### config.mk
export PLATFORM = sky130hd
export DESIGN_NAME = iapfc_top
export DESIGN_NICKNAME = d
export VERILOG_FILES = /design/src/pkg/iapfc_pkg.sv /design/src/rtl/iapfc_top.sv
export SDC_FILE = /design/constraint.sdc
export NUM_CORES = 1
export LEC_CHECK = 0
export ABC_AREA = 1
export ABC_CLOCK_PERIOD_IN_PS = 2500
export BUFFER_PORTS_ARGS = -buffer_cell sky130_fd_sc_hd__buf_2
export CORE_UTILIZATION = 30
export CTS_BUF_LIST = sky130_fd_sc_hd__clkbuf_8
export CTS_CLUSTER_SIZE = 24
export DETAILED_ROUTE_END_ITERATION = 12
export PLACE_DENSITY_LB_ADDON = 0.1
export SETUP_SLACK_MARGIN = 0.05
export SLEW_MARGIN = 20
export SYNTH_ARGS = -nofsm -noshare
export SYNTH_HDL_FRONTEND = slang
export SYNTH_SLANG_ARGS = --single-unit
### constraint.sdc
create_clock -name sys_clk -period 2.5 [get_ports sys_clk]
set_clock_uncertainty 0.05 [all_clocks]
set_input_delay 0.375 -clock sys_clk [delete_from_list [all_inputs] [get_ports sys_clk]]
set_output_delay 0.375 -clock sys_clk [all_outputs]
set_load 0.03 [all_outputs]
### src/pkg/iapfc_pkg.sv
// Purpose: Shared constants and types for the flash programming sequencer
// Assumes: 8-bit register port, 13-bit flash word address, 16-bit words
// Notes:   Register offsets are indices on the plain register port

package iapfc_pkg;

    // Register port geometry
    localparam int RA_W = 4;
    localparam int DW   = 8;

    // Register offsets
    localparam logic [3:0] A_ADDR_LO = 4'h0;
    localparam logic [3:0] A_ADDR_HI = 4'h1;
    localparam logic [3:0] A_D0L     = 4'h2;
    localparam logic [3:0] A_D0H     = 4'h3;
    localparam logic [3:0] A_D1L     = 4'h4;
    localparam logic [3:0] A_D1H     = 4'h5;
    localparam logic [3:0] A_D2L     = 4'h6;
    localparam logic [3:0] A_D2H     = 4'h7;
    localparam logic [3:0] A_D3L     = 4'h8;
    localparam logic [3:0] A_D3H     = 4'h9;
    localparam logic [3:0] A_CTRL    = 4'ha;
    localparam logic [3:0] A_RSTKEY  = 4'hb;
    localparam logic [3:0] A_BUFCLR  = 4'hc;

    // Control and buffer clear register field positions
    localparam int B_EN    = 7;
    localparam int B_MODE  = 4;
    localparam int B_TRIG  = 3;
    localparam int B_WINIT = 2;
    localparam int B_RDEN  = 1;
    localparam int B_RINIT = 0;
    localparam int B_BCLR  = 0;

    // Reset values
    localparam logic [7:0] RST_BYTE = 8'h00;

    // Unlock key, second to fourth pair
    localparam logic [7:0] KEY_D1L = 8'h00;
    localparam logic [7:0] KEY_D2L = 8'h0d;
    localparam logic [7:0] KEY_D3L = 8'hc3;
    localparam logic [7:0] KEY_D1H = 8'h04;
    localparam logic [7:0] KEY_D2H = 8'h09;
    localparam logic [7:0] KEY_D3H = 8'h40;
    localparam logic [7:0] CHIP_RESET_KEY = 8'h55;

    // Flash geometry
    localparam int         FA_W     = 13;
    localparam int         OFS_W    = 5;
    localparam int         PAGE_WDS = 32;
    localparam logic [4:0] LAST_OFS = 5'h1f;

    // Operation mode field codes
    typedef enum logic [2:0] {
        MODE_WRITE  = 3'h0,
        MODE_ERASE  = 3'h1,
        MODE_READ   = 3'h3,
        MODE_UNLOCK = 3'h6
    } iapfc_mode_e;

    // Array operation codes
    typedef enum logic [1:0] {
        FOP_READ  = 2'h0,
        FOP_WRITE = 2'h1,
        FOP_ERASE = 2'h2
    } iapfc_fop_e;

    // Register port request
    typedef struct packed {
        logic             wr;
        logic             rd;
        logic [RA_W-1:0]  addr;
        logic [DW-1:0]    wdata;
    } iapfc_bus_s;

    // Request towards the flash array
    typedef struct packed {
        logic             req;
        iapfc_fop_e       op;
        logic [FA_W-1:0]  addr;
        logic [15:0]      wdata;
    } iapfc_flash_req_s;

endpackage : iapfc_pkg

### src/rtl/iapfc_top.sv
// Purpose: Sequencer for in-application erase, write and read of flash
// Assumes: Flash array answers each request with a one-cycle ack
// Notes:   CPU halt is raised for the whole of any accepted operation

`timescale 1ns/10ps
`default_nettype none

module iapfc_top #(
    parameter int UNLOCK_CYCLES = 256       // Unlock window in clocks
) (
    // Clock and reset
    input  wire logic                         sys_clk,
    input  wire logic                         rst_n,
    // Register port
    input  wire iapfc_pkg::iapfc_bus_s        bus_i,
    output logic [7:0]                        bus_rdata,
    // Flash array
    output var  iapfc_pkg::iapfc_flash_req_s  flash_o,
    input  wire logic                         flash_ack,
    input  wire logic [15:0]                  flash_rdata,
    // System
    output logic                              cpu_halt,
    output logic                              chip_reset
);
    import iapfc_pkg::*;

    // Sequencer states, Gray along the scan path except scan to finish
    typedef enum logic [2:0] {
        ST_IDLE   = 3'b000,
        ST_SCAN   = 3'b001,
        ST_WAIT   = 3'b011,
        ST_FINISH = 3'b010,
        ST_RDWAIT = 3'b110
    } iapfc_state_e;

    // Write strobe decode for one offset
    function automatic logic wr_hit(input iapfc_bus_s b,
                                    input logic [3:0] a);
        return b.wr && (b.addr == a);
    endfunction : wr_hit

    // Control fields
    logic              en_q;                // Erase/write enabled status
    logic [2:0]        mode_q;              // Operation mode field
    logic              trig_q;              // Unlock trigger
    logic              winit_q;             // Write initiate
    logic              rden_q;              // Read enable
    logic              rinit_q;             // Read initiate
    logic              bclr_q;              // Buffer clear
    // Address and data registers
    logic [FA_W-1:0]   addr_q;              // Flash word address
    logic [7:0]        d0l_q, d0h_q;        // First data pair
    logic [7:0]        d1l_q, d1h_q;        // Key pair two
    logic [7:0]        d2l_q, d2h_q;        // Key pair three
    logic [7:0]        d3l_q, d3h_q;        // Key pair four
    logic [7:0]        rstkey_q;            // Chip reset key
    // Write buffer
    logic [15:0]       wbuf_q [PAGE_WDS];   // Buffered words
    logic [PAGE_WDS-1:0] tag_q;             // Tagged offsets
    // Unlock timer
    logic [$clog2(UNLOCK_CYCLES+1)-1:0] tmr_q;
    // Sequencer
    iapfc_state_e      state_q;
    logic [OFS_W-1:0]  idx_q;               // Scan offset
    logic              is_wr_q;             // Running op is a write
    logic              is_rd_q;             // Running op is a read
    // Output flops
    logic [7:0]        rdata_q;
    iapfc_flash_req_s  freq_q;
    logic              halt_q;
    logic              crst_q;

    // Decoded strobes and events
    logic ctrl_wr, d0h_wr, expire, key_ok, unlock_ok;
    logic start_ew, start_rd, rej_w, rej_r, both_init;
    logic fin, clr_buf;

    assign ctrl_wr = wr_hit(bus_i, A_CTRL);
    assign d0h_wr  = wr_hit(bus_i, A_D0H);

    // Expiry on the last timer count
    assign expire = trig_q &&
        (tmr_q == ($bits(tmr_q))'(UNLOCK_CYCLES - 1));

    // Key judged from register contents before expiry
    assign key_ok = (d1l_q == KEY_D1L) && (d2l_q == KEY_D2L) &&
                    (d3l_q == KEY_D3L) && (d1h_q == KEY_D1H) &&
                    (d2h_q == KEY_D2H) && (d3h_q == KEY_D3H);
    assign unlock_ok = expire && key_ok &&
                       (mode_q == MODE_UNLOCK);

    // Start decisions, only taken from idle
    assign both_init = winit_q && rinit_q;
    assign start_ew  = (state_q == ST_IDLE) && winit_q && !both_init &&
                       en_q && ((mode_q == MODE_WRITE) ||
                                (mode_q == MODE_ERASE));
    assign rej_w     = (state_q == ST_IDLE) && winit_q && !start_ew;
    assign start_rd  = (state_q == ST_IDLE) && rinit_q && !both_init &&
                       rden_q && (mode_q == MODE_READ);
    assign rej_r     = (state_q == ST_IDLE) && rinit_q && !start_rd;

    // Operation end and buffer clearing
    assign fin     = (state_q == ST_FINISH);
    assign clr_buf = bclr_q || (fin && is_wr_q);

    // Enabled status: hardware sets, software can only clear
    always_ff @(posedge sys_clk) begin
        if (!rst_n) begin
            en_q <= 1'b0;
        end else if (unlock_ok) begin
            en_q <= 1'b1;
        end else if (ctrl_wr && !bus_i.wdata[B_EN]) begin
            en_q <= 1'b0;
        end
    end

    // Mode field and read enable are plain storage
    always_ff @(posedge sys_clk) begin
        if (!rst_n) begin
            mode_q <= MODE_WRITE;
            rden_q <= 1'b0;
        end else if (ctrl_wr) begin
            mode_q <= bus_i.wdata[B_MODE +: 3];
            rden_q <= bus_i.wdata[B_RDEN];
        end
    end

    // Unlock trigger: set by software, cleared at expiry
    always_ff @(posedge sys_clk) begin
        if (!rst_n) begin
            trig_q <= 1'b0;
        end else if (ctrl_wr && bus_i.wdata[B_TRIG]) begin
            trig_q <= 1'b1;
        end else if (expire) begin
            trig_q <= 1'b0;
        end
    end

    // Unlock timer restarts only on a fresh trigger
    always_ff @(posedge sys_clk) begin
        if (!rst_n) begin
            tmr_q <= '0;
        end else if (!trig_q) begin
            tmr_q <= '0;
        end else if (!expire) begin
            tmr_q <= tmr_q + 1'b1;
        end
    end

    // Initiate bits: software sets, hardware clears at end or refusal
    always_ff @(posedge sys_clk) begin
        if (!rst_n) begin
            winit_q <= 1'b0;
            rinit_q <= 1'b0;
        end else begin
            // Set wins over a same-cycle hardware clear
            if (ctrl_wr && bus_i.wdata[B_WINIT]) begin
                winit_q <= 1'b1;
            end else if (rej_w || (fin && !is_rd_q)) begin
                winit_q <= 1'b0;
            end
            if (ctrl_wr && bus_i.wdata[B_RINIT]) begin
                rinit_q <= 1'b1;
            end else if (rej_r || (fin && is_rd_q)) begin
                rinit_q <= 1'b0;
            end
        end
    end

    // Buffer clear bit: one clearing cycle then back to zero
    always_ff @(posedge sys_clk) begin
        if (!rst_n) begin
            bclr_q <= 1'b0;
        end else if (wr_hit(bus_i, A_BUFCLR) && bus_i.wdata[B_BCLR]) begin
            bclr_q <= 1'b1;
        end else begin
            bclr_q <= 1'b0;
        end
    end

    // Address pair: software loads, high data writes advance in page
    always_ff @(posedge sys_clk) begin
        if (!rst_n) begin
            addr_q <= '0;
        end else if (wr_hit(bus_i, A_ADDR_LO)) begin
            addr_q[7:0] <= bus_i.wdata;
        end else if (wr_hit(bus_i, A_ADDR_HI)) begin
            addr_q[FA_W-1:8] <= bus_i.wdata[FA_W-9:0];
        end else if (d0h_wr && (addr_q[OFS_W-1:0] != LAST_OFS)) begin
            // Saturate at the last word of the page
            addr_q <= addr_q + 1'b1;
        end
    end

    // Data and key registers; a finished read lands in the first pair
    always_ff @(posedge sys_clk) begin
        if (!rst_n) begin
            d0l_q <= RST_BYTE;
            d0h_q <= RST_BYTE;
            d1l_q <= RST_BYTE;
            d1h_q <= RST_BYTE;
            d2l_q <= RST_BYTE;
            d2h_q <= RST_BYTE;
            d3l_q <= RST_BYTE;
            d3h_q <= RST_BYTE;
        end else if (state_q == ST_RDWAIT && flash_ack) begin
            d0l_q <= flash_rdata[7:0];
            d0h_q <= flash_rdata[15:8];
        end else if (bus_i.wr) begin
            case (bus_i.addr)
                A_D0L:   d0l_q <= bus_i.wdata;
                A_D0H:   d0h_q <= bus_i.wdata;
                A_D1L:   d1l_q <= bus_i.wdata;
                A_D1H:   d1h_q <= bus_i.wdata;
                A_D2L:   d2l_q <= bus_i.wdata;
                A_D2H:   d2h_q <= bus_i.wdata;
                A_D3L:   d3l_q <= bus_i.wdata;
                A_D3H:   d3h_q <= bus_i.wdata;
                default: ;                                    // Others elsewhere
            endcase
        end
    end

    // Write buffer and tags; clearing beats loading
    always_ff @(posedge sys_clk) begin
        if (!rst_n || clr_buf) begin
            tag_q <= '0;
            for (int i = 0; i < PAGE_WDS; i++) begin
                wbuf_q[i] <= 16'h0000;
            end
        end else if (d0h_wr && en_q) begin
            // Whole word taken from the pair as the high byte arrives
            wbuf_q[addr_q[OFS_W-1:0]] <= {bus_i.wdata, d0l_q};
            tag_q[addr_q[OFS_W-1:0]]  <= 1'b1;
        end
    end

    // Chip reset key: a single pulse per matching write
    always_ff @(posedge sys_clk) begin
        if (!rst_n) begin
            rstkey_q <= RST_BYTE;
            crst_q   <= 1'b0;
        end else begin
            crst_q <= wr_hit(bus_i, A_RSTKEY) &&
                      (bus_i.wdata == CHIP_RESET_KEY);
            if (wr_hit(bus_i, A_RSTKEY)) begin
                rstkey_q <= bus_i.wdata;
            end
        end
    end

    // Sequencer: walks tagged offsets of the page, or does one read
    always_ff @(posedge sys_clk) begin
        if (!rst_n) begin
            state_q <= ST_IDLE;
            idx_q   <= '0;
            is_wr_q <= 1'b0;
            is_rd_q <= 1'b0;
            halt_q  <= 1'b0;
            freq_q  <= '0;
        end else begin
            case (state_q)
                ST_IDLE: begin
                    idx_q <= '0;
                    if (start_ew) begin
                        is_wr_q <= (mode_q == MODE_WRITE);
                        is_rd_q <= 1'b0;
                        halt_q  <= 1'b1;
                        state_q <= ST_SCAN;
                    end else if (start_rd) begin
                        is_wr_q     <= 1'b0;
                        is_rd_q     <= 1'b1;
                        halt_q      <= 1'b1;
                        freq_q.req  <= 1'b1;
                        freq_q.op   <= FOP_READ;
                        freq_q.addr <= addr_q;
                        state_q     <= ST_RDWAIT;
                    end
                end
                ST_SCAN: begin
                    if (tag_q[idx_q]) begin
                        // Only tagged words reach the array
                        freq_q.req   <= 1'b1;
                        freq_q.op    <= is_wr_q ? FOP_WRITE : FOP_ERASE;
                        freq_q.addr  <= {addr_q[FA_W-1:OFS_W], idx_q};
                        freq_q.wdata <= wbuf_q[idx_q];
                        state_q      <= ST_WAIT;
                    end else if (idx_q == LAST_OFS) begin
                        state_q <= ST_FINISH;
                    end else begin
                        idx_q <= idx_q + 1'b1;
                    end
                end
                ST_WAIT: begin
                    // Request held until the array answers
                    if (flash_ack) begin
                        freq_q.req <= 1'b0;
                        if (idx_q == LAST_OFS) begin
                            state_q <= ST_FINISH;
                        end else begin
                            idx_q   <= idx_q + 1'b1;
                            state_q <= ST_SCAN;
                        end
                    end
                end
                ST_RDWAIT: begin
                    if (flash_ack) begin
                        freq_q.req <= 1'b0;
                        state_q    <= ST_FINISH;
                    end
                end
                ST_FINISH: begin
                    halt_q  <= 1'b0;
                    state_q <= ST_IDLE;
                end
                default: begin
                    freq_q  <= '0;
                    halt_q  <= 1'b0;
                    state_q <= ST_IDLE;
                end
            endcase
        end
    end

    // Read data stands only in the cycle after the strobe
    always_ff @(posedge sys_clk) begin
        if (!rst_n || !bus_i.rd) begin
            rdata_q <= 8'h00;
        end else begin
            case (bus_i.addr)
                A_ADDR_LO: rdata_q <= addr_q[7:0];
                A_ADDR_HI: rdata_q <= {3'h0, addr_q[FA_W-1:8]};
                A_D0L:     rdata_q <= d0l_q;
                A_D0H:     rdata_q <= d0h_q;
                A_D1L:     rdata_q <= d1l_q;
                A_D1H:     rdata_q <= d1h_q;
                A_D2L:     rdata_q <= d2l_q;
                A_D2H:     rdata_q <= d2h_q;
                A_D3L:     rdata_q <= d3l_q;
                A_D3H:     rdata_q <= d3h_q;
                A_CTRL:    rdata_q <= {en_q, mode_q, trig_q,
                                       winit_q, rden_q, rinit_q};
                A_RSTKEY:  rdata_q <= rstkey_q;
                A_BUFCLR:  rdata_q <= {7'h00, bclr_q};
                default:   rdata_q <= 8'h00;                  // Unmapped
            endcase
        end
    end

    // Outputs straight from flops
    assign bus_rdata  = rdata_q;
    assign flash_o    = freq_q;
    assign cpu_halt   = halt_q;
    assign chip_reset = crst_q;

endmodule : iapfc_top

`default_nettype wire

==> results.sh <==
export IMPL_status="finished with violations"
export IMPL_violations="design-rule violations"
export IMPL_synth_area_leaders="edfxtp_1 (48%), dfxtp_1 (12%), nand2_1 (11%), nor2_1 (7.3%), nand3_1 (7.1%)"
export IMPL_ir_drop_uv=360
export IMPL_placed_area_um2=35200
export IMPL_min_period_over_period=0.924
export IMPL_p_total_mw=25.1
export IMPL_min_path_type="in2reg"
export IMPL_grt_overflow=0
export IMPL_drt_wl_total_um=118000
export IMPL_r2r_end="flash_o[7]"
export IMPL_clock_root_buffer="clkbuf_8"
export IMPL_htreeDepth=4
export IMPL_fillCellCount=10865
export IMPL_reg2reg_depth=12
export IMPL_die_area_um2=108000
export IMPL_slowest_stage="dfxtp_4"
export IMPL_start_kind="flop"
export IMPL_stdcell_area_um2=38200
export IMPL_p_switching_mw=6.13
export IMPL_endpoint_kind="flop"
export IMPL_syn2layout_area_growth_pct=19.2
export IMPL_p_comb_frac=0.043
export IMPL_netlist_area_leader_share=0.479
export IMPL_cts_sinks=704
export IMPL_grt_antenna_before_repair=2
export IMPL_p_per_area_nw_per_um2=657
export IMPL_seq_area_um2=19200
export IMPL_die_w_um=329
export IMPL_rsz0062_at_grt="true"
export IMPL_via_count=25886
export IMPL_syn_inst=3576
export IMPL_worst_slew_pin_slew_ps=707
export IMPL_dp_hpwl_um=78400
export IMPL_slew_headroom=0.529
export IMPL_fin_nets=3836
export IMPL_pwr_share_seq=0.514
export IMPL_syn_nets=3617
export IMPL_synth_most_common_cell="nand2_1"
export IMPL_ys_seq_area_frac=0.599
export IMPL_tritoncts="done"
export IMPL_numCtsBuffers=136
export IMPL_synth_top_area_cell="edfxtp_1"
export IMPL_p_int_mw=19.0
export IMPL_post_drt_wl_per_cell_um=22.2
export IMPL_drive_gt1_frac=0.145
export IMPL_syn_avg_cell_area_um2=8.97
export IMPL_io_pins=75
export IMPL_slowest_delay_ps=420
export IMPL_reg2reg_slack_ps=190
export IMPL_crit_fanout=35
export IMPL_first_iter_violations=1916
export IMPL_cp_endpoint="flash_o[7]"
export IMPL_netlist_area_um2=32100
export IMPL_clk_path_buf_depth=3
export IMPL_drv_cap=0
export IMPL_track_usage=0.218
export IMPL_rows=119
export IMPL_drv_slew=0
export IMPL_p_leak_nw=15.4
export IMPL_finalHoldViolCount=0
export IMPL_yosys_warnings=0
export IMPL_synthArstFlopShare=0
export IMPL_multi_input_area_um2=11000
export IMPL_io_buffers=74
export IMPL_clock_power_share=0.443
export IMPL_ys_seq_elements=704
export IMPL_synthFlopType="edfxtp_1"
export IMPL_grt_max_degree=82
export IMPL_gp_congestion=0.891
export IMPL_crit_type="reg2reg"
export IMPL_clk_latency_ps=830
export IMPL_first_pass_iters=9
export IMPL_drt_vias_per_instance=4.89
export IMPL_synth_cell_types=47
export IMPL_die_y_um=329
export IMPL_required_ps=3130
export IMPL_swShare=0.244
export IMPL_fp_coreArea_um2=106000
export IMPL_finalSetupTns_ps=0
export IMPL_period_needed_ps=2310
export IMPL_setup_viol=0
export IMPL_drc_errors=2
export IMPL_synth_edf_count=512
export IMPL_synth_commonest_cells="nand2_1 (919), nor2_1 (620), edfxtp_1 (512), nand3_1 (452), dfxtp_1 (192)"
export IMPL_final_antenna_net_count=0
export IMPL_start_util=0.304
export IMPL_first_global_vias=25221
export IMPL_clkTransAtPathRegs_ps=60
export IMPL_crit_path_cell_trace="clkinv_8, buf_12, buf_4, nand2_1, nand3_1, nand3_1, nand2_1, nand2_1, nand3_1, and3_1, o21ai_0, nor2_1"
export IMPL_fmax_ghz=0.433
export IMPL_crit_arrival_ps=2950
export IMPL_grt_pass1_wl_um=172000
==> repair_timing <==
action,in CTS,in global routing
setup endpoints to repair,0,36
buffers inserted,0,1
hold buffers,37,0
endpoints found under the hold margin,84,0
gates resized for setup,0,11
==> power by group through the flow <==
stage	clock network, mW	registers [mW]	logic, mW
CTS	11.5	12.9	1.09
detailed placement	0	13.2	1.05
floorplan	0	13.1	0.517
global route	11.9	12.9	1.16
finish	11.1	12.9	1.07
global placement	0	13.1	1.05
==> worst max-delay path: cells and delay by family (launching register included) <==
kind / cells / cell delay, ps
AO/OA/AOI/OAI: 1 / 190
flip-flops: 1 / 420
buffers and inverters: 3 / 720
AND/OR/NAND/NOR: 8 / 770
==> worst min-delay path by stage <==
stage                         start           to  slack [ps]  depth (start not counted)
after floorplan            tag_q[0]     tag_q[0]         380                          2
after global placement    tag_q[24]    tag_q[24]         390                          2
after detailed placement  tag_q[25]    tag_q[25]         390                          2
after CTS                     rst_n     d1l_q[3]          20                          4
after global routing          rst_n   flash_o[9]          80                          4
final                         rst_n  rstkey_q[6]         100                          4
==> area by class of cell <==
class | count | area share
Timing Repair Buffer | 327 | 0.0761
Clock buffer | 159 | 0.0572
Clock inverter | 86 | 0.0106
Antenna cell | 2 | 0.000131
Tap cell | 1391 | 0.0455
Inverter | 182 | 0.0185
Multi-Input combinational cell | 2444 | 0.289
Sequential cell | 704 | 0.503
==> stage by stage <==
stage / util / hold slack [ps] / setup slack (ps) / std cells
after floorplan: - / 376 / 58.0 / 3576
after global placement: 0.334 / 388 / 129 / 5011
after detailed placement: 0.334 / 391 / 112 / 5011
after CTS: 0.362 / 16.0 / 72.6 / 5293
after global routing: 0.362 / 80.3 / 21.6 / 5295
final: 0.362 / 100 / 189 / 5295
==> kinds of logic (layout without fill, tap and decap cells) <==
| logic type | Yosys count | after routing | synth area share |
|---|---|---|---|
| other | 0 | 2 | 0 |
| adder cells (fa/ha/maj) | 8 | 8 | 0.00312 |
| AND/OR/NAND/NOR | 2100 | 2100 | 0.281 |
| AO/OA/AOI/OAI | 332 | 332 | 0.0583 |
| buffers and inverters | 428 | 754 | 0.0573 |
| XOR/XNOR | 4 | 4 | 0.00109 |
| flip-flops | 704 | 704 | 0.599 |
==> registers in the layout, summed over array words and instances, names as in the netlist, 5 cells and up, named ones only <==
| signal | cells |
|---|---|
| d3l_q | 8 |
| tmr_q | 9 |
| d0h_q | 8 |
| bus_rdata | 8 |
| wbuf_q | 512 |
| flash_o | 32 |
| d3h_q | 8 |
| rstkey_q | 8 |
| tag_q | 32 |
| d2h_q | 8 |
| addr_q | 13 |
| d2l_q | 8 |
| d1l_q | 8 |
| d1h_q | 8 |
| idx_q | 5 |
| d0l_q | 8 |
==> placed cells by master, fill, tap and decap left out, drive strengths merged, types with 2 or more instances in the layout <==
| cell | n |
|---|---|
| nor2 | 629 |
| o22ai | 34 |
| dfxtp | 192 |
| nor3 | 25 |
| buf | 291 |
| o211ai | 2 |
| a21oi | 135 |
| clkbuf | 159 |
| a31oi | 18 |
| a211oi | 4 |
| diode | 2 |
| and3 | 5 |
| nand3 | 453 |
| o221ai | 7 |
| edfxtp | 512 |
| o21ai | 104 |
| nand2 | 955 |
| a311oi | 3 |
| nor4 | 10 |
| clkinv | 27 |
| clkinvlp | 9 |
| a221oi | 15 |
| nand4 | 22 |
| xor2 | 3 |
| dlygate4sd3 | 36 |
| inv | 231 |
| ha | 8 |
| o31ai | 5 |
==> routing by layer <==
metal	share of wire	global-route usage	vias to the layer above
li1	-	-	12428
met1	0.45	0.290	12656
met2	0.48	0.363	639
met3	0.048	0.0333	163
met4	0.024	0.0644	0
met5	0	0	-
(Power assumes the default switching activity.)
